**src/design/rft_pkg.sv**
```systemverilog
// package of register map, field layout and fifo constants for the status/length bank
package rft_pkg;
  // =====================================================================
  // register offsets
  localparam logic [7:0] OFS_STRENGTH_OSC = 8'h0F;
  localparam logic [7:0] OFS_FIFO_STATUS  = 8'h1C;
  localparam logic [7:0] OFS_TX_LEN_HIGH  = 8'h1D;
  localparam logic [7:0] OFS_TX_LEN_LOW   = 8'h1E;
  // =====================================================================
  // field positions
  localparam int OSC_OK_BIT      = 6;
  localparam int AUX_STRENGTH_LO = 3;
  localparam int ACT_STRENGTH_LO = 0;
  localparam int FIFO_HIGH_BIT   = 6;
  localparam int FIFO_LOW_BIT    = 5;
  localparam int FIFO_OVF_BIT    = 4;
  localparam int PARTIAL_FLAG    = 0;
  localparam int PARTIAL_BITS_LO = 1;
  localparam int AM_PM_SWAP_BIT  = 3;
  // =====================================================================
  // reset values and fifo levels
  localparam logic [7:0] TX_LEN_RESET   = 8'h00;
  localparam int         FIFO_DEPTH_B   = 12;
  localparam int         FIFO_HIGH_LVL  = 9;
  localparam int         FIFO_LOW_LVL   = 3;
  localparam int         IRQ_LOW_BELOW  = 4;
  localparam int         IRQ_HIGH_ABOVE = 8;
  localparam int         BUF_DEPTH      = 16;

  // one strength measurement from the analog receive path
  typedef struct packed {
    logic       valid;    // new measurement strobe
    logic [2:0] am_level; // am demodulator level code
    logic [2:0] pm_level; // pm demodulator level code
  } rft_strength_t;

  // host register access request
  typedef struct packed {
    logic       wr;
    logic       rd;
    logic [7:0] addr;
    logic [7:0] wdata;
  } rft_reg_req_t;
endpackage

```
**src/design/rft_fifo.sv**
```systemverilog
// parameterised valid/ready fifo of flip-flops
`timescale 1ns/1ps
module rft_fifo #(
  parameter int WIDTH = 8,
  parameter int DEPTH = 16
) (
  input  wire logic             clk,       // clock
  input  wire logic             rst_n,     // synchronous-released reset
  input  wire logic             flush,     // empty the fifo
  input  wire logic             in_valid,  // write request
  output logic                  in_ready,  // room available
  input  wire logic [WIDTH-1:0] in_data,   // write data
  output logic                  out_valid, // data available
  input  wire logic             out_ready, // reader takes word
  output logic      [WIDTH-1:0] out_data,  // head word
  output logic [$clog2(DEPTH):0] count     // words held
);
  localparam int AW = $clog2(DEPTH);
  logic [WIDTH-1:0] mem_reg [DEPTH];
  logic [AW-1:0]    wptr_reg;
  logic [AW-1:0]    rptr_reg;
  logic [AW:0]      cnt_reg;
  logic             push;
  logic             pop;

  // handshakes
  assign in_ready  = (cnt_reg != (AW+1)'(DEPTH));
  assign out_valid = (cnt_reg != '0);
  assign push      = in_valid & in_ready;
  assign pop       = out_valid & out_ready;
  assign out_data  = mem_reg[rptr_reg];
  assign count     = cnt_reg;

  // storage, no reset needed on data
  always_ff @(posedge clk) begin
    if (push) begin
      mem_reg[wptr_reg] <= in_data;
    end
  end

  // pointers and occupancy
  always_ff @(posedge clk or negedge rst_n) begin
    if (!rst_n) begin
      wptr_reg <= '0;
      rptr_reg <= '0;
      cnt_reg  <= '0;
    end else if (flush) begin
      wptr_reg <= '0;
      rptr_reg <= '0;
      cnt_reg  <= '0;
    end else begin
      if (push) begin
        wptr_reg <= (wptr_reg == AW'(DEPTH-1)) ? '0 : wptr_reg + 1'b1;
      end
      if (pop) begin
        rptr_reg <= (rptr_reg == AW'(DEPTH-1)) ? '0 : rptr_reg + 1'b1;
      end
      cnt_reg <= cnt_reg + (AW+1)'(push) - (AW+1)'(pop);
    end
  end
endmodule

```
**src/design/rft_status_regs.sv**
```systemverilog
// status, fifo and transmit length register bank of the reader front end
// What this block does
// strength readings update from reception start until the next transmission starts, then hold
// oscillator stable indication shows on bit 6 of strength register
// auxiliary strength code in bits 5..3; pm, or am when swap bit set
// active strength code in bits 2..0; am, or pm when swap bit set
// fifo high flag, bit 6, when nine bytes held during reception
// fifo low flag, bit 5, when three bytes remain during transmission
// overflow flag, bit 4, when receiver offers a byte while fifo is full
// fifo status bits 3..0 show unread bytes minus one
// fifo status bit 7 is reserved and reads zero
// first length register holds count bits 11..4
// second length register bits 7..4 hold count bits 3..0
// length registers clear at reset and while enable is low
// length registers clear when transmit end of frame is sent
// bits 3..1 give partial byte bit count, used only when flag set
// bit 0 set marks last byte shorter than eight bits
// fifo interrupt cause when fewer than four or more than eight bytes
// reset command empties fifo, clears fifo status and collision position; an overflow set in the same cycle wins over the clear
// byte count follows every receiver push and framer pop at once
// levels and overflow judged against a twelve byte fifo
`timescale 1ns/1ps
module rft_status_regs
  import rft_pkg::*;
#(
  parameter int FIFO_BYTES = FIFO_DEPTH_B // usable fifo depth in bytes
) (
  input  wire logic          mclk,           // 250 MHz clock
  input  wire logic          rstn,           // power-on reset, active low
  input  wire logic          enable,         // enable pin, async
  input  wire logic          osc_stable,     // crystal stable, async
  input  wire rft_reg_req_t  reg_req,        // host register access
  output logic        [7:0]  reg_rdata,      // read data, registered
  input  wire logic          chip_swap_ampm, // control bit 3 of chip state
  input  wire rft_strength_t strength_in,    // measurement from receiver
  input  wire logic          rx_start,       // reception start pulse
  input  wire logic          tx_start,       // transmission start pulse
  input  wire logic          tx_active,      // transmit in progress level
  input  wire logic          rx_active,      // receive in progress level
  input  wire logic          tx_eof_sent,    // transmit end of frame pulse
  input  wire logic          reset_cmd,      // reset direct command pulse
  input  wire logic          rx_byte_valid,  // receiver delivers byte
  input  wire logic    [7:0] rx_byte,        // received byte
  output logic               rx_byte_ready,  // fifo can take receiver byte
  output logic               tx_byte_valid,  // byte available for framer
  input  wire logic          tx_byte_ready,  // framer takes byte
  output logic         [7:0] tx_byte,        // byte to framer
  output logic        [11:0] tx_byte_count,  // complete bytes to send
  output logic               tx_partial,     // last byte is partial
  output logic         [2:0] tx_partial_bits,// bits of last partial byte
  output logic               fifo_irq_cause, // fifo level interrupt cause
  output logic               col_pos_clear   // clear collision position
);
  // =====================================================================
  // reset and input synchronisers
  logic [1:0] rst_sync_reg;
  logic       rst_n;
  logic [1:0] en_sync_reg;
  logic [1:0] osc_sync_reg;
  logic       en_low;

  always_ff @(posedge mclk or negedge rstn) begin
    if (!rstn) begin
      rst_sync_reg <= 2'h0;
    end else begin
      rst_sync_reg <= {rst_sync_reg[0], 1'b1};
    end
  end
  assign rst_n = rst_sync_reg[1];

  // pins cross in through two flops each
  always_ff @(posedge mclk or negedge rst_n) begin
    if (!rst_n) begin
      en_sync_reg  <= 2'h0;
      osc_sync_reg <= 2'h0;
    end else begin
      en_sync_reg  <= {en_sync_reg[0], enable};
      osc_sync_reg <= {osc_sync_reg[0], osc_stable};
    end
  end
  assign en_low = ~en_sync_reg[1];

  // =====================================================================
  // fifo between receiver and transmit framer
  localparam int CW = $clog2(BUF_DEPTH) + 1;
  logic          host_fifo_wr;
  logic          host_fifo_rd;
  logic          fifo_in_valid;
  logic          fifo_in_ready;
  logic    [7:0] fifo_in_data;
  logic          fifo_out_valid;
  logic          fifo_out_ready;
  logic    [7:0] fifo_out_data;
  logic [CW-1:0] fifo_cnt;
  logic          fifo_has_room;
  logic          fifo_flush;

  // host fifo data port is not modelled: host write and read strobes are tied low,
  // so host register accesses never push into or pop from the fifo
  assign host_fifo_wr  = 1'b0;
  assign host_fifo_rd  = 1'b0;
  // usable depth is twelve bytes even though the buffer has sixteen slots
  assign fifo_has_room = (fifo_cnt < CW'(FIFO_BYTES));
  assign fifo_in_valid = rx_byte_valid & fifo_has_room;
  assign fifo_in_data  = rx_byte;
  assign rx_byte_ready = fifo_in_ready & fifo_has_room;
  assign tx_byte_valid = fifo_out_valid & tx_active;
  assign fifo_out_ready= tx_byte_ready & tx_active;
  assign tx_byte       = fifo_out_data;
  assign fifo_flush    = reset_cmd | en_low;
  assign col_pos_clear = reset_cmd;

  rft_fifo #(
    .WIDTH (8),
    .DEPTH (BUF_DEPTH)
  ) u_fifo (
    .clk       (mclk),
    .rst_n     (rst_n),
    .flush     (fifo_flush),
    .in_valid  (fifo_in_valid),
    .in_ready  (fifo_in_ready),
    .in_data   (fifo_in_data),
    .out_valid (fifo_out_valid),
    .out_ready (fifo_out_ready),
    .out_data  (fifo_out_data),
    .count     (fifo_cnt)
  );

  // =====================================================================
  // overflow detection: receiver bytes offered to a full fifo
  logic wr_ovf_attempt;
  logic ovf_reg;
  logic host_push_lost;

  // a receiver byte offered while full counts as too much data
  assign host_push_lost = rx_byte_valid & ~fifo_has_room;
  assign wr_ovf_attempt = host_push_lost | host_fifo_wr | host_fifo_rd;

  // sticky overflow; set wins over the clearing command
  always_ff @(posedge mclk or negedge rst_n) begin
    if (!rst_n) begin
      ovf_reg <= 1'b0;
    end else if (wr_ovf_attempt) begin
      ovf_reg <= 1'b1;
    end else if (fifo_flush) begin
      ovf_reg <= 1'b0;
    end
  end

  // =====================================================================
  // fifo status composition, combinational from live occupancy
  logic [7:0] fifo_status;
  logic [3:0] unread_m1;
  logic       lvl_high;
  logic       lvl_low;

  // count follows the fifo counter directly, so every push/pop shows at once
  assign unread_m1 = (fifo_cnt == '0) ? 4'h0 : 4'(fifo_cnt - CW'(1));
  assign lvl_high  = rx_active & (fifo_cnt >= CW'(FIFO_HIGH_LVL));
  assign lvl_low   = tx_active & (fifo_cnt <= CW'(FIFO_LOW_LVL));

  always_comb begin
    fifo_status                = 8'h00;
    fifo_status[FIFO_HIGH_BIT] = lvl_high;
    fifo_status[FIFO_LOW_BIT]  = lvl_low;
    fifo_status[FIFO_OVF_BIT]  = ovf_reg;
    fifo_status[3:0]           = unread_m1;
  end

  // fifo cause on level alone: under four or over eight bytes
  // masking it while idle is left to the interrupt logic outside this bank
  assign fifo_irq_cause = (fifo_cnt < CW'(IRQ_LOW_BELOW)) |
                          (fifo_cnt > CW'(IRQ_HIGH_ABOVE));

  // =====================================================================
  // signal strength hold
  logic [2:0] act_level_reg;
  logic [2:0] aux_level_reg;
  logic       strength_open_reg;

  // window opens at reception start and closes at next transmit start
  always_ff @(posedge mclk or negedge rst_n) begin
    if (!rst_n) begin
      strength_open_reg <= 1'b0;
    end else if (rx_start) begin
      strength_open_reg <= 1'b1;
    end else if (tx_start) begin
      strength_open_reg <= 1'b0;
    end
  end

  // capture only inside the window so readings stay frozen afterwards
  always_ff @(posedge mclk or negedge rst_n) begin
    if (!rst_n) begin
      act_level_reg <= 3'h0;
      aux_level_reg <= 3'h0;
    end else if (strength_in.valid & (strength_open_reg | rx_start)) begin
      if (chip_swap_ampm) begin
        act_level_reg <= strength_in.pm_level;
        aux_level_reg <= strength_in.am_level;
      end else begin
        act_level_reg <= strength_in.am_level;
        aux_level_reg <= strength_in.pm_level;
      end
    end
  end

  logic [7:0] strength_status;
  always_comb begin
    strength_status                                  = 8'h00;
    strength_status[OSC_OK_BIT]                      = osc_sync_reg[1];
    strength_status[AUX_STRENGTH_LO+2:AUX_STRENGTH_LO] = aux_level_reg;
    strength_status[ACT_STRENGTH_LO+2:ACT_STRENGTH_LO] = act_level_reg;
  end

  // =====================================================================
  // transmit length registers
  logic [7:0] tx_len_high_reg;
  logic [7:0] tx_len_low_reg;

  // enable low and end of frame both win over a host write
  always_ff @(posedge mclk or negedge rst_n) begin
    if (!rst_n) begin
      tx_len_high_reg <= TX_LEN_RESET;
      tx_len_low_reg  <= TX_LEN_RESET;
    end else if (en_low) begin
      tx_len_high_reg <= TX_LEN_RESET;
      tx_len_low_reg  <= TX_LEN_RESET;
    end else if (tx_eof_sent) begin
      tx_len_high_reg <= TX_LEN_RESET;
      tx_len_low_reg  <= TX_LEN_RESET;
    end else if (reg_req.wr) begin
      if (reg_req.addr == OFS_TX_LEN_HIGH) begin
        tx_len_high_reg <= reg_req.wdata;
      end
      if (reg_req.addr == OFS_TX_LEN_LOW) begin
        tx_len_low_reg <= reg_req.wdata;
      end
    end
  end

  // count assembled from both registers; partial bits gated by the flag
  assign tx_byte_count   = {tx_len_high_reg, tx_len_low_reg[7:4]};
  assign tx_partial      = tx_len_low_reg[PARTIAL_FLAG];
  assign tx_partial_bits = tx_partial ?
                           tx_len_low_reg[PARTIAL_BITS_LO+2:PARTIAL_BITS_LO] : 3'h0;

  // =====================================================================
  // read data, registered one cycle after the read request
  always_ff @(posedge mclk or negedge rst_n) begin
    if (!rst_n) begin
      reg_rdata <= 8'h00;
    end else if (reg_req.rd) begin
      case (reg_req.addr)
        OFS_STRENGTH_OSC: reg_rdata <= strength_status;
        OFS_FIFO_STATUS:  reg_rdata <= fifo_status;
        OFS_TX_LEN_HIGH:  reg_rdata <= tx_len_high_reg;
        OFS_TX_LEN_LOW:   reg_rdata <= tx_len_low_reg;
        default:          reg_rdata <= 8'h00;
      endcase
    end
  end
endmodule

```
**config.mk**
```make
export PLATFORM = sky130hd
export DESIGN_NAME = rft_status_regs
export DESIGN_NICKNAME = d
export VERILOG_FILES = /design/src/design/rft_pkg.sv /design/src/design/rft_fifo.sv /design/src/design/rft_status_regs.sv
export SDC_FILE = /design/constraint.sdc
export NUM_CORES = 1
export LEC_CHECK = 0
export BUFFER_PORTS_ARGS = -buffer_cell sky130_fd_sc_hd__buf_4
export CORE_MARGIN = 5
export CORE_UTILIZATION = 50
export CTS_CLUSTER_SIZE = 10
export DETAILED_ROUTE_END_ITERATION = 10
export GPL_ROUTABILITY_DRIVEN = 0
export PLACE_DENSITY = 0.78
export SLEW_MARGIN = 20
export SYNTH_ARGS = -nofsm -noshare
export SYNTH_HDL_FRONTEND = slang
export SYNTH_SLANG_ARGS = --single-unit
```
**constraint.sdc**
```tcl
create_clock -name mclk -period 5 [get_ports mclk]
set_clock_uncertainty 0.1 [all_clocks]
set_input_delay 1 -clock mclk [delete_from_list [all_inputs] [get_ports mclk]]
set_output_delay 1 -clock mclk [all_outputs]
set_load 0.02 [all_outputs]
```
==> results of run 1 <==
==> cell usage in the layout (no fill, tap or decap), types with 10 or more instances in the layout <==
cell,count
ha_1,20
a21oi_1,10
dfrtp_1,49
clkbuf_16,17
a221oi_1,16
mux2i_1,57
a22oi_1,10
mux4_2,16
edfxtp_1,128
o21ai_0,16
inv_1,22
buf_4,87
nor2_1,40
nand2_1,29
==> final cells by class <==
type / count / area [µm²]
clock inverter: 13 / 148
fill: 1166 / 6100
tap: 211 / 264
clock buffer: 18 / 429
multi-input combinational: 304 / 2490
inverter: 22 / 82.6
sequential: 179 / 5120
timing repair buffer: 88 / 673
==> logic make-up (layout without fill, tap and decap cells) <==
family	Yosys count	after routing	synth area share, %
and+or+nand+nor	115	115	7.53
AOI/OAI and AO/OA	87	87	7.94
xor gates and xnor gates	7	7	0.781
other	1	1	0.0478
adders and majority gates	21	21	3.44
buffers and inverters	54	141	3.14
DFF	179	179	65.3
muxes	73	73	11.9
==> where the power goes <==
group / switching, W / total, W / internal (W)
registers: 0.0000373 / 0.00167 / 0.00164
logic: 0.000276 / 0.000495 / 0.000219
clock network: 0.000556 / 0.00130 / 0.000742
total: 0.000869 / 0.00347 / 0.00260
==> metrics by stage <==
stage                     hold slack [ps]  utilization [%]
after floorplan                       231                -
after global routing                  226             60.2
after CTS                             235             60.1
after detailed placement              239             56.3
final                                 247             60.2
after global placement                236             56.3
==> worst max-delay path, stage by stage (launching register included) <==
cell,delay [ps]
dfrtp_1,370
buf_4,220
and2_1,390
a221oi_1,540
o21ai_0,150
nand2_1,100
buf_4,140
==> worst paths after layout <==
path                                           startpoint                        endpoint  slack [ps]  cells after the start
setup / recovery           u_fifo.rptr_reg[1]$_DFFE_PN0P_                      tx_byte[0]        1560                      6
max in group asynchronous       rst_sync_reg[1]$_DFF_PN0_  u_fifo.rptr_reg[0]$_DFFE_PN0P_        4090                      0
min in group mclk                en_sync_reg[0]$_DFF_PN0_        en_sync_reg[1]$_DFF_PN0_         250                      0
hold / removal                  rst_sync_reg[1]$_DFF_PN0_        en_sync_reg[1]$_DFF_PN0_         250                      0
hold reg to reg                 rst_sync_reg[1]$_DFF_PN0_        en_sync_reg[1]$_DFF_PN0_         250                      0
setup reg to reg                u_fifo.count[2]$_DFF_PN0_       u_fifo.count[4]$_DFF_PN0_        1880                     13
==> routing by layer <==
layer	up-vias	wire, µm	GRT usage [%]
met1	2451	7300	26.6
met3	19	1060	5.01
met4	0	228	4.42
li1	2182	-	-
met2	182	8560	31.0
met5	-	0	0
==> run_results.csv, run 1 <==
group,metric,value,unit
run_status,status,"finished, final reports clean",
cells_and_area,largest_reg_flops,128,
timing,finalSetupTns,0,ps
run,cap_viol_max_count,0,
setup_path,crit_fanout,21,
route,drc_errors,0,
placement,placed_area,8630,µm²
placement,port_buffers,81,
synthesis,synth_seq_cells,179,
grt,grt_pass1_vias,4673,
synthesis,ys_types,53,
timing,hold_viol_final,0,
clock_network,post-cts-setup-buffers,0,
clock_network,cts_sinks,179,
synthesis,netlist_area,7850,µm²
synthesis,avgSynthCellArea,14.6,µm²
setup_path,end_kind,"output port",
setup_path,crit_arrival,2340,ps
synthesis,synth_cells,537,
power_and_ir_drop,powerDensity,376,nW/µm²
cells_and_area,postLayoutCellArea,9210,µm²
clock_network,hold_buffers,0,
clock_network,cts_tree,"done",
placement,numPlacedInstances,804,
timing,maxSlewHeadroom,39.5,%
cells_and_area,drive_above_1_share,22.6,%
synthesis,ys_async_sr_fraction,28.5,%
clock_network,clk_latency,420,ps
setup_path,crit_type,"flip-flop to output port",
cells_and_area,diodes,0,
setup_path,required,3900,ps
synthesis,ys_seq_area_share,65.3,%
power_and_ir_drop,p_leak,3.36,nW
synthesis,yosysTopAreaCellShare,49.0,%
timing,max_slew.worst_pin.slew,905,ps
route,wl_per_cell,20.5,µm
worst_hold_path,hp-class,"flip-flop to async pin",
timing,period_minus_slack,3440,ps
route,via_count,4834,
synthesis,ys.flop_type,"edfxtp_1",
floorplan,dieArea,18300,µm²
synthesis,synth_common_cells,"edfxtp_1, mux2i_1, dfrtp_1",
synthesis,syn_nets,604,
floorplan,ios,82,
grt,antenna_found_initial,0,
route,dr.pass1.iters,7,
power_and_ir_drop,ir_worst_vdd,0.290,mV
grt,grt-ovfl-total,0,
synthesis,ys_warn_count,0,
floorplan,die_w,135,µm
timing,rsz0062_at_grt,"no",
synthesis,yosys.area.top_type,"edfxtp_1",
route,drt-total-wl,17100,µm
clock_network,clkSlewWorstSetupHoldPaths,60,ps
clock_network,clk_path_buf_depth,2,
timing,fmax,291,MHz
placement,dp_hpwl,11800,µm
clock_network,numCtsBuffers,17,
route,vias_per_cell,5.79,
cells_and_area,fin_nets,679,
cells_and_area,syn_to_final_growth,17.4,%
route,first_iter_violations,418,
cells_and_area,final_cells,835,
timing,finalCritPeriodShare,68.7,%
synthesis,ys_top_cells_by_area,"edfxtp_1, dfrtp_1, mux2i_1, mux4_2, ha_1",
setup_path,startpoint_type,"flip-flop",
floorplan,core-area,15300,µm²
route,antenna_left,0,
floorplan,rows,45,
power_and_ir_drop,p_total,0.00347,W
timing,finalSetupViolCount,0,
placement,post-place-ws,1940,ps
floorplan,die_h,135,µm
clock_network,htreeDepth,4,
timing,setup_ws,1560,ps
floorplan,start_util,51.2,%
grt,grt_max_degree,54,
timing,final_max_slew_viol_count,0,
synthesis,synth_edf_count,128,
synthesis,yosysMostFrequentCell,"edfxtp_1",
clock_network,root_buffer,"clkbuf_16",
clock_network,cts_resized,0,
grt,track_usage,19.2,%
grt,grt_pass1_wl,26700,µm
No activity file was read; power rests on OpenSTA's default activity.
==> inputs of run 2 (changes only) <==
--- a/config.mk
+++ b/config.mk
@@ -5,13 +5,14 @@
 export SDC_FILE = /design/constraint.sdc
 export NUM_CORES = 1
 export LEC_CHECK = 0
+export ABC_AREA = 1
 export BUFFER_PORTS_ARGS = -buffer_cell sky130_fd_sc_hd__buf_4
 export CORE_MARGIN = 5
 export CORE_UTILIZATION = 50
 export CTS_CLUSTER_SIZE = 10
 export DETAILED_ROUTE_END_ITERATION = 10
 export GPL_ROUTABILITY_DRIVEN = 0
-export PLACE_DENSITY = 0.78
+export PLACE_DENSITY = 0.81
 export SLEW_MARGIN = 20
 export SYNTH_ARGS = -nofsm -noshare
 export SYNTH_HDL_FRONTEND = slang
==> constraint.sdc (replaced) <==
create_clock -name mclk -period 3 [get_ports mclk]
set_clock_uncertainty 0.1 [all_clocks]
set_input_delay 0.6 -clock mclk [delete_from_list [all_inputs] [get_ports mclk]]
set_output_delay 0.6 -clock mclk [all_outputs]
set_load 0.02 [all_outputs]
==> run_results.csv, run 2 <==
group,metric,value,unit
run_status,status,"finished, final reports clean",
synthesis,ys_async_sr_fraction,28.5,%
synthesis,synth_edf_count,128,
setup_path,crit_end,"u_fifo.count[4]$_DFF_PN0_",
grt,antenna_found_initial,0,
grt,grt_pass1_vias,5953,
setup_path,slowest_delay,430,ps
synthesis,syn_nets,843,
setup_path,crit_arrival,3000,ps
timing,finalSetupViolCount,0,
clock_network,clk_latency,430,ps
synthesis,netlist_area,8140,µm²
power_and_ir_drop,internal-power,0.00432,W
worst_hold_path,holdPathStages,1,
placement,port_buffers,81,
timing,hold_viol_final,0,
setup_path,crit_path_frequent_cell,"nor2_1",
route,dr.pass1.iters,5,
synthesis,ys_top_cells_by_area,"edfxtp_1, dfrtp_1, nand2_1, nor2_1, nand3_1",
worst_hold_path,hp-class,"primary input to flip-flop",
cells_and_area,fin_nets,927,
floorplan,rows,46,
power_and_ir_drop,combinationalPowerShare,15.8,%
grt,grt_pass1_wl,29600,µm
placement,dp_hpwl,12400,µm
route,via_count,5799,
synthesis,yosysMostFrequentCell,"nand2_1",
setup_path,worst_r2r_path_depth,15,
clock_network,post-cts-setup-buffers,0,
route,vias_per_cell,5.33,
setup_path,reg2reg_setup_slack,220,ps
synthesis,synth_seq_cells,179,
cells_and_area,largest_reg_flops,128,
route,antenna_left,0,
run,cap_viol_max_count,0,
grt,grt-ovfl-total,0,
floorplan,die_h,138,µm
route,drc_errors,0,
clock_network,cts_tree,"done",
synthesis,ys_seq_area_share,62.9,%
power_and_ir_drop,seqPwrFrac,47.1,%
timing,max_slew.worst_pin.slew,761,ps
power_and_ir_drop,power.net_switching,0.00163,W
clock_network,cts_sinks,179,
clock_network,hold_buffers,1,
clock_network,clkSlewWorstSetupHoldPaths,70,ps
setup_path,r2r_start,"u_fifo.count[1]$_DFF_PN0_",
clock_network,numCtsBuffers,17,
timing,rsz0062_at_grt,"no",
cells_and_area,final_cells,1089,
cells_and_area,final_cell_mix,"nand2_1, edfxtp_1, nor2_1",
synthesis,yosysTopAreaCellShare,47.2,%
floorplan,die_w,138,µm
clock_network,htreeDepth,4,
cells_and_area,diodes,0,
synthesis,ys.flop_type,"edfxtp_1",
grt,grt_max_degree,68,
setup_path,crit_path_cell_trace,"inv_1 -> ha_1 -> nand2_1 -> nor2_2 -> nor2_1 -> ha_1 -> inv_1 -> ha_1 -> inv_1 -> fa_1 -> nor2_1 -> nor2_1 -> o21bai_1 -> xor2_1 -> nor2_1",
setup_path,required,3220,ps
power_and_ir_drop,powerDensity,624,nW/µm²
timing,fmax,359,MHz
power_and_ir_drop,power.share.clock,37.1,%
cells_and_area,drive_above_1_share,19.7,%
clock_network,root_buffer,"clkbuf_16",
timing,maxSlewHeadroom,49.1,%
synthesis,ys_types,35,
synthesis,synth_cells,776,
timing,finalSetupTns,0,ps
setup_path,crit_fanout,6,
route,wl_per_cell,17.1,µm
synthesis,synth_common_cells,"nand2_1, edfxtp_1, nor2_1",
grt,track_usage,20.7,%
timing,final_max_slew_viol_count,0,
synthesis,yosys.area.top_type,"edfxtp_1",
power_and_ir_drop,p_leak,3.96,nW
timing,period_minus_slack,2780,ps
route,first_iter_violations,367,
route,drt-total-wl,18600,µm
setup_path,startpoint_type,"flip-flop",
cells_and_area,syn_to_final_growth,17.2,%
setup_path,crit_type,"flip-flop to flip-flop",
floorplan,start_util,51.0,%
floorplan,dieArea,18900,µm²
power_and_ir_drop,swShare,27.3,%
setup_path,r2r-end,"u_fifo.count[4]$_DFF_PN0_",
clock_network,cts_resized,0,
clock_network,clk_path_buf_depth,2,
setup_path,end_kind,"flip-flop",
power_and_ir_drop,ir_worst_vdd,0.438,mV
cells_and_area,layout_commonest_cell,"nand2_1",
setup_path,slowest_stage,"dfrtp_1",
timing,finalCritPeriodShare,92.7,%
synthesis,avgSynthCellArea,10.5,µm²
floorplan,ios,82,
synthesis,ys_warn_count,0,
floorplan,core-area,15900,µm²
setup_path,startpoint,"u_fifo.count[1]$_DFF_PN0_",
placement,numPlacedInstances,1056,
==> run 2: metrics by stage <==
stage	power [W]	utilization [%]	area, µm²	setup WS, ps	hold slack [ps]
2_1_floorplan	0.00343	-	8140	312	204
3_3_place_gp	0.00377	56.1	8940	301	232
3_5_place_dp	0.00379	56.1	8940	214	236
4_1_cts	0.00597	59.8	9530	211	155
5_1_grt	0.00619	59.8	9530	3.62	156
6_report	0.00595	59.8	9530	218	168
==> run 2: critical path, delay by kind of cell (launching register included) <==
family	cells	cell delay [ps]
adders and majority gates	4	1090
and+or+nand+nor	6	440
DFF	1	430
buffers and inverters	3	310
xor gates and xnor gates	1	160
AOI/OAI and AO/OA	1	140
==> run 2: how the worst min path moves through the flow <==
| stage | slack, ps | to | from |
|---|---|---|---|
| global placement | 230 | rst_sync_reg[1]$_DFF_PN0_ | rst_sync_reg[0]$_DFF_PN0_ |
| CTS | 150 | osc_sync_reg[0]$_DFF_PN0_ | osc_stable |
| detailed placement | 240 | osc_sync_reg[1]$_DFF_PN0_ | osc_sync_reg[0]$_DFF_PN0_ |
| global route | 160 | osc_sync_reg[0]$_DFF_PN0_ | osc_stable |
| finish | 170 | osc_sync_reg[0]$_DFF_PN0_ | osc_stable |
| floorplan | 200 | rst_sync_reg[0]$_DFF_PN0_ | rstn |
==> run 2: logic make-up after synthesis <==
| kind of cell | share of synthesized area (%) |
|---|---|
| fa+ha+maj | 3.32 |
| other cells | 0.0461 |
| buf+inv | 4.74 |
| flops | 62.9 |
| xor+xnor | 0.215 |
| compound gates | 10.2 |
| simple gates | 18.5 |
==> run 2: metal layers <==
layer | part of all wire (%) | global-route usage [%] | vias to the layer above
li1 | - | - | 2809
met1 | 41 | 25.3 | 2746
met2 | 50 | 35.8 | 208
met3 | 7.6 | 5.77 | 36
met4 | 1.7 | 6.21 | 0
met5 | 0 | 0 | -
==> run 2: cell type report <==
class	count	area, µm²
Fill cell	1306	6410
Sequential cell	179	5120
Multi-Input combinational cell	521	2630
Timing Repair Buffer	99	771
Clock buffer	17	425
Tap cell	216	270
Clock inverter	15	158
Inverter	42	158
==> run 2: power groups by stage <==
stage,Sequential (W),Combinational [W],Clock (W)
2_1_floorplan,0.00285,0.000576,0
3_3_place_gp,0.00285,0.000921,0
3_5_place_dp,0.00285,0.000937,0
4_1_cts,0.00280,0.000944,0.00223
5_1_grt,0.00281,0.00106,0.00232
6_report,0.00280,0.000939,0.00221
==> inputs of run 3 (changes only) <==
--- a/config.mk
+++ b/config.mk
@@ -12,7 +12,7 @@
 export CTS_CLUSTER_SIZE = 10
 export DETAILED_ROUTE_END_ITERATION = 10
 export GPL_ROUTABILITY_DRIVEN = 0
-export PLACE_DENSITY = 0.81
+export PLACE_DENSITY = 0.78
 export SLEW_MARGIN = 20
 export SYNTH_ARGS = -nofsm -noshare
 export SYNTH_HDL_FRONTEND = slang
==> constraint.sdc (replaced) <==
create_clock -name mclk -period 2.9 [get_ports mclk]
set_clock_uncertainty 0.1 [all_clocks]
set_input_delay 0.58 -clock mclk [delete_from_list [all_inputs] [get_ports mclk]]
set_output_delay 0.58 -clock mclk [all_outputs]
set_load 0.02 [all_outputs]
==> run_results.csv, run 3 (synthesized netlist as in run 2, its figures left out) <==
group,metric,value,unit
floorplan,dieArea,18900,µm²
grt,antenna_found_initial,0,
cells_and_area,fin_nets,936,
cells_and_area,final_cells,1098,
timing,max_slew.worst_pin.slew,785,ps
placement,numPlacedInstances,1063,
timing,rsz0062_at_grt,"no",
setup_path,startpoint_type,"flip-flop",
setup_path,crit_path_cell_trace,"buf_4 -> nand2_1 -> nand3_1 -> nand2_1 -> a31oi_1 -> nand2_1 -> nand2_1 -> buf_4",
power_and_ir_drop,swShare,26.5,%
clock_network,cts_sinks,179,
setup_path,startpoint,"u_fifo.rptr_reg[0]$_DFFE_PN0P_",
grt,grt_pass1_wl,29000,µm
power_and_ir_drop,power.share.clock,38.2,%
power_and_ir_drop,ir_worst_vdd,0.482,mV
grt,grtUsageMet3,5.70,%
run,cap_viol_max_count,0,
grt,grt-busiest-layer,"met2",
cells_and_area,largest_reg_flops,128,
setup_path,crit_path_frequent_cell,"nand2_1",
setup_path,crit_type,"flip-flop to output port",
placement,port_buffers,81,
cells_and_area,layout_commonest_cell,"nand2_1",
power_and_ir_drop,p_leak,4.02,nW
route,first_iter_violations,481,
timing,hold_viol_final,0,
grt,grt-ovfl-total,0,
power_and_ir_drop,seqPwrFrac,46.1,%
setup_path,path_buf_inv,2,
power_and_ir_drop,power.net_switching,0.00166,W
cells_and_area,drive_above_1_share,21.2,%
power_and_ir_drop,powerDensity,652,nW/µm²
power_and_ir_drop,internal-power,0.00463,W
clock_network,numCtsBuffers,17,
floorplan,die_h,138,µm
timing,fmax,363,MHz
grt,grt_use_met1,27.1,%
timing,finalSetupViolCount,0,
route,dr.pass1.iters,6,
clock_network,clk_latency,430,ps
setup_path,r2r-end,"u_fifo.count[4]$_DFF_PN0_",
timing,period_minus_slack,2750,ps
route,via_count,5856,
route,drt-total-wl,18300,µm
setup_path,reg2reg_setup_slack,210,ps
timing,finalCritPeriodShare,94.9,%
cells_and_area,diodes,0,
setup_path,worst-path-stages,8,
timing,finalSetupTns,0,ps
grt,grt_use_met2,32.6,%
setup_path,required,2220,ps
setup_path,r2r_start,"u_fifo.count[2]$_DFF_PN0_",
floorplan,start_util,51.0,%
floorplan,die_w,138,µm
setup_path,cp_top_family,"buffers and inverters",
route,antenna_left,0,
floorplan,ios,82,
clock_network,htreeDepth,4,
floorplan,rows,46,
cells_and_area,final_cell_mix,"nand2_1, edfxtp_1, buf_4",
setup_path,slowest_stage,"buf_4",
run_status,status,"finished, final reports clean",
route,drc_errors,0,
setup_path,crit_arrival,2070,ps
placement,dp_hpwl,12300,µm
grt,grt_max_degree,68,
route,vias_per_cell,5.33,
power_and_ir_drop,combinationalPowerShare,15.7,%
setup_path,end_kind,"output port",
timing,final_max_slew_viol_count,0,
grt,track_usage,20.4,%
grt,grt_pass1_vias,5591,
setup_path,worst_r2r_path_depth,15,
cells_and_area,syn_to_final_growth,18.6,%
timing,maxSlewHeadroom,47.5,%
setup_path,slowest_delay,390,ps
clock_network,root_buffer,"clkbuf_16",
clock_network,clk_path_buf_depth,2,
route,wl_per_cell,16.6,µm
setup_path,crit_fanout,40,
floorplan,core-area,15900,µm²
clock_network,clkSlewWorstSetupHoldPaths,70,ps
worst_hold_path,hp-class,"flip-flop to async pin",
setup_path,crit_end,"tx_byte[7]",
clock_network,cts_tree,"done",
run 3: cell type report:
type	count	area (µm²)
tap	216	270
fill	1298	6290
timing repair buffer	108	838
sequential	179	5120
multi-input combinational	521	2630
inverter	42	158
clock buffer	19	453
clock inverter	13	171
run 3: worst min-delay path by stage:
| stage | from | end | slack, ps | depth (start not counted) |
|---|---|---|---|---|
| after detailed placement | rst_sync_reg[1]$_DFF_PN0_ | tx_len_low_reg[2]$_DFFE_PN0P_ | 180 | 0 |
| final | rst_sync_reg[1]$_DFF_PN0_ | reg_rdata[2]$_DFFE_PN0P_ | 150 | 0 |
| after global routing | enable | en_sync_reg[0]$_DFF_PN0_ | 140 | 1 |
| after global placement | rst_sync_reg[1]$_DFF_PN0_ | en_sync_reg[1]$_DFF_PN0_ | 180 | 0 |
| after floorplan | rstn | rst_sync_reg[0]$_DFF_PN0_ | 180 | 0 |
| after CTS | enable | en_sync_reg[0]$_DFF_PN0_ | 130 | 1 |
run 3: stage by stage:
stage	utilization (%)	total power (W)	hold WS, ps	setup slack, ps	area, µm²
final	60.5	0.00629	151	148	9650
after detailed placement	56.3	0.00394	180	165	8980
after floorplan	-	0.00355	184	212	8140
after CTS	60.3	0.00633	134	61.3	9620
after global placement	56.3	0.00391	182	232	8980
after global routing	60.5	0.00655	137	20.7	9650
run 3: metal layers:
metal	share of wire [%]	up-vias
met5	0	-
met4	1.7	0
met3	7.9	27
met2	47	215
met1	43	2796
li1	-	2818
run 3: power by group through the flow:
stage / clock network, W / logic [W] / registers (W)
6_report: 0.00240 / 0.000987 / 0.00290
3_5_place_dp: 0 / 0.000984 / 0.00295
4_1_cts: 0.00244 / 0.000991 / 0.00290
3_3_place_gp: 0 / 0.000966 / 0.00295
2_1_floorplan: 0 / 0.000596 / 0.00295
5_1_grt: 0.00255 / 0.00109 / 0.00291
run 3: what timing repair did:
action | 4_1_cts | 5_1_grt
buffers inserted | 0 | 2
gates resized for setup | 0 | 5
hold endpoints to repair | 2 | 0
hold buffers | 1 | 0
endpoints found under the setup margin | 0 | 5
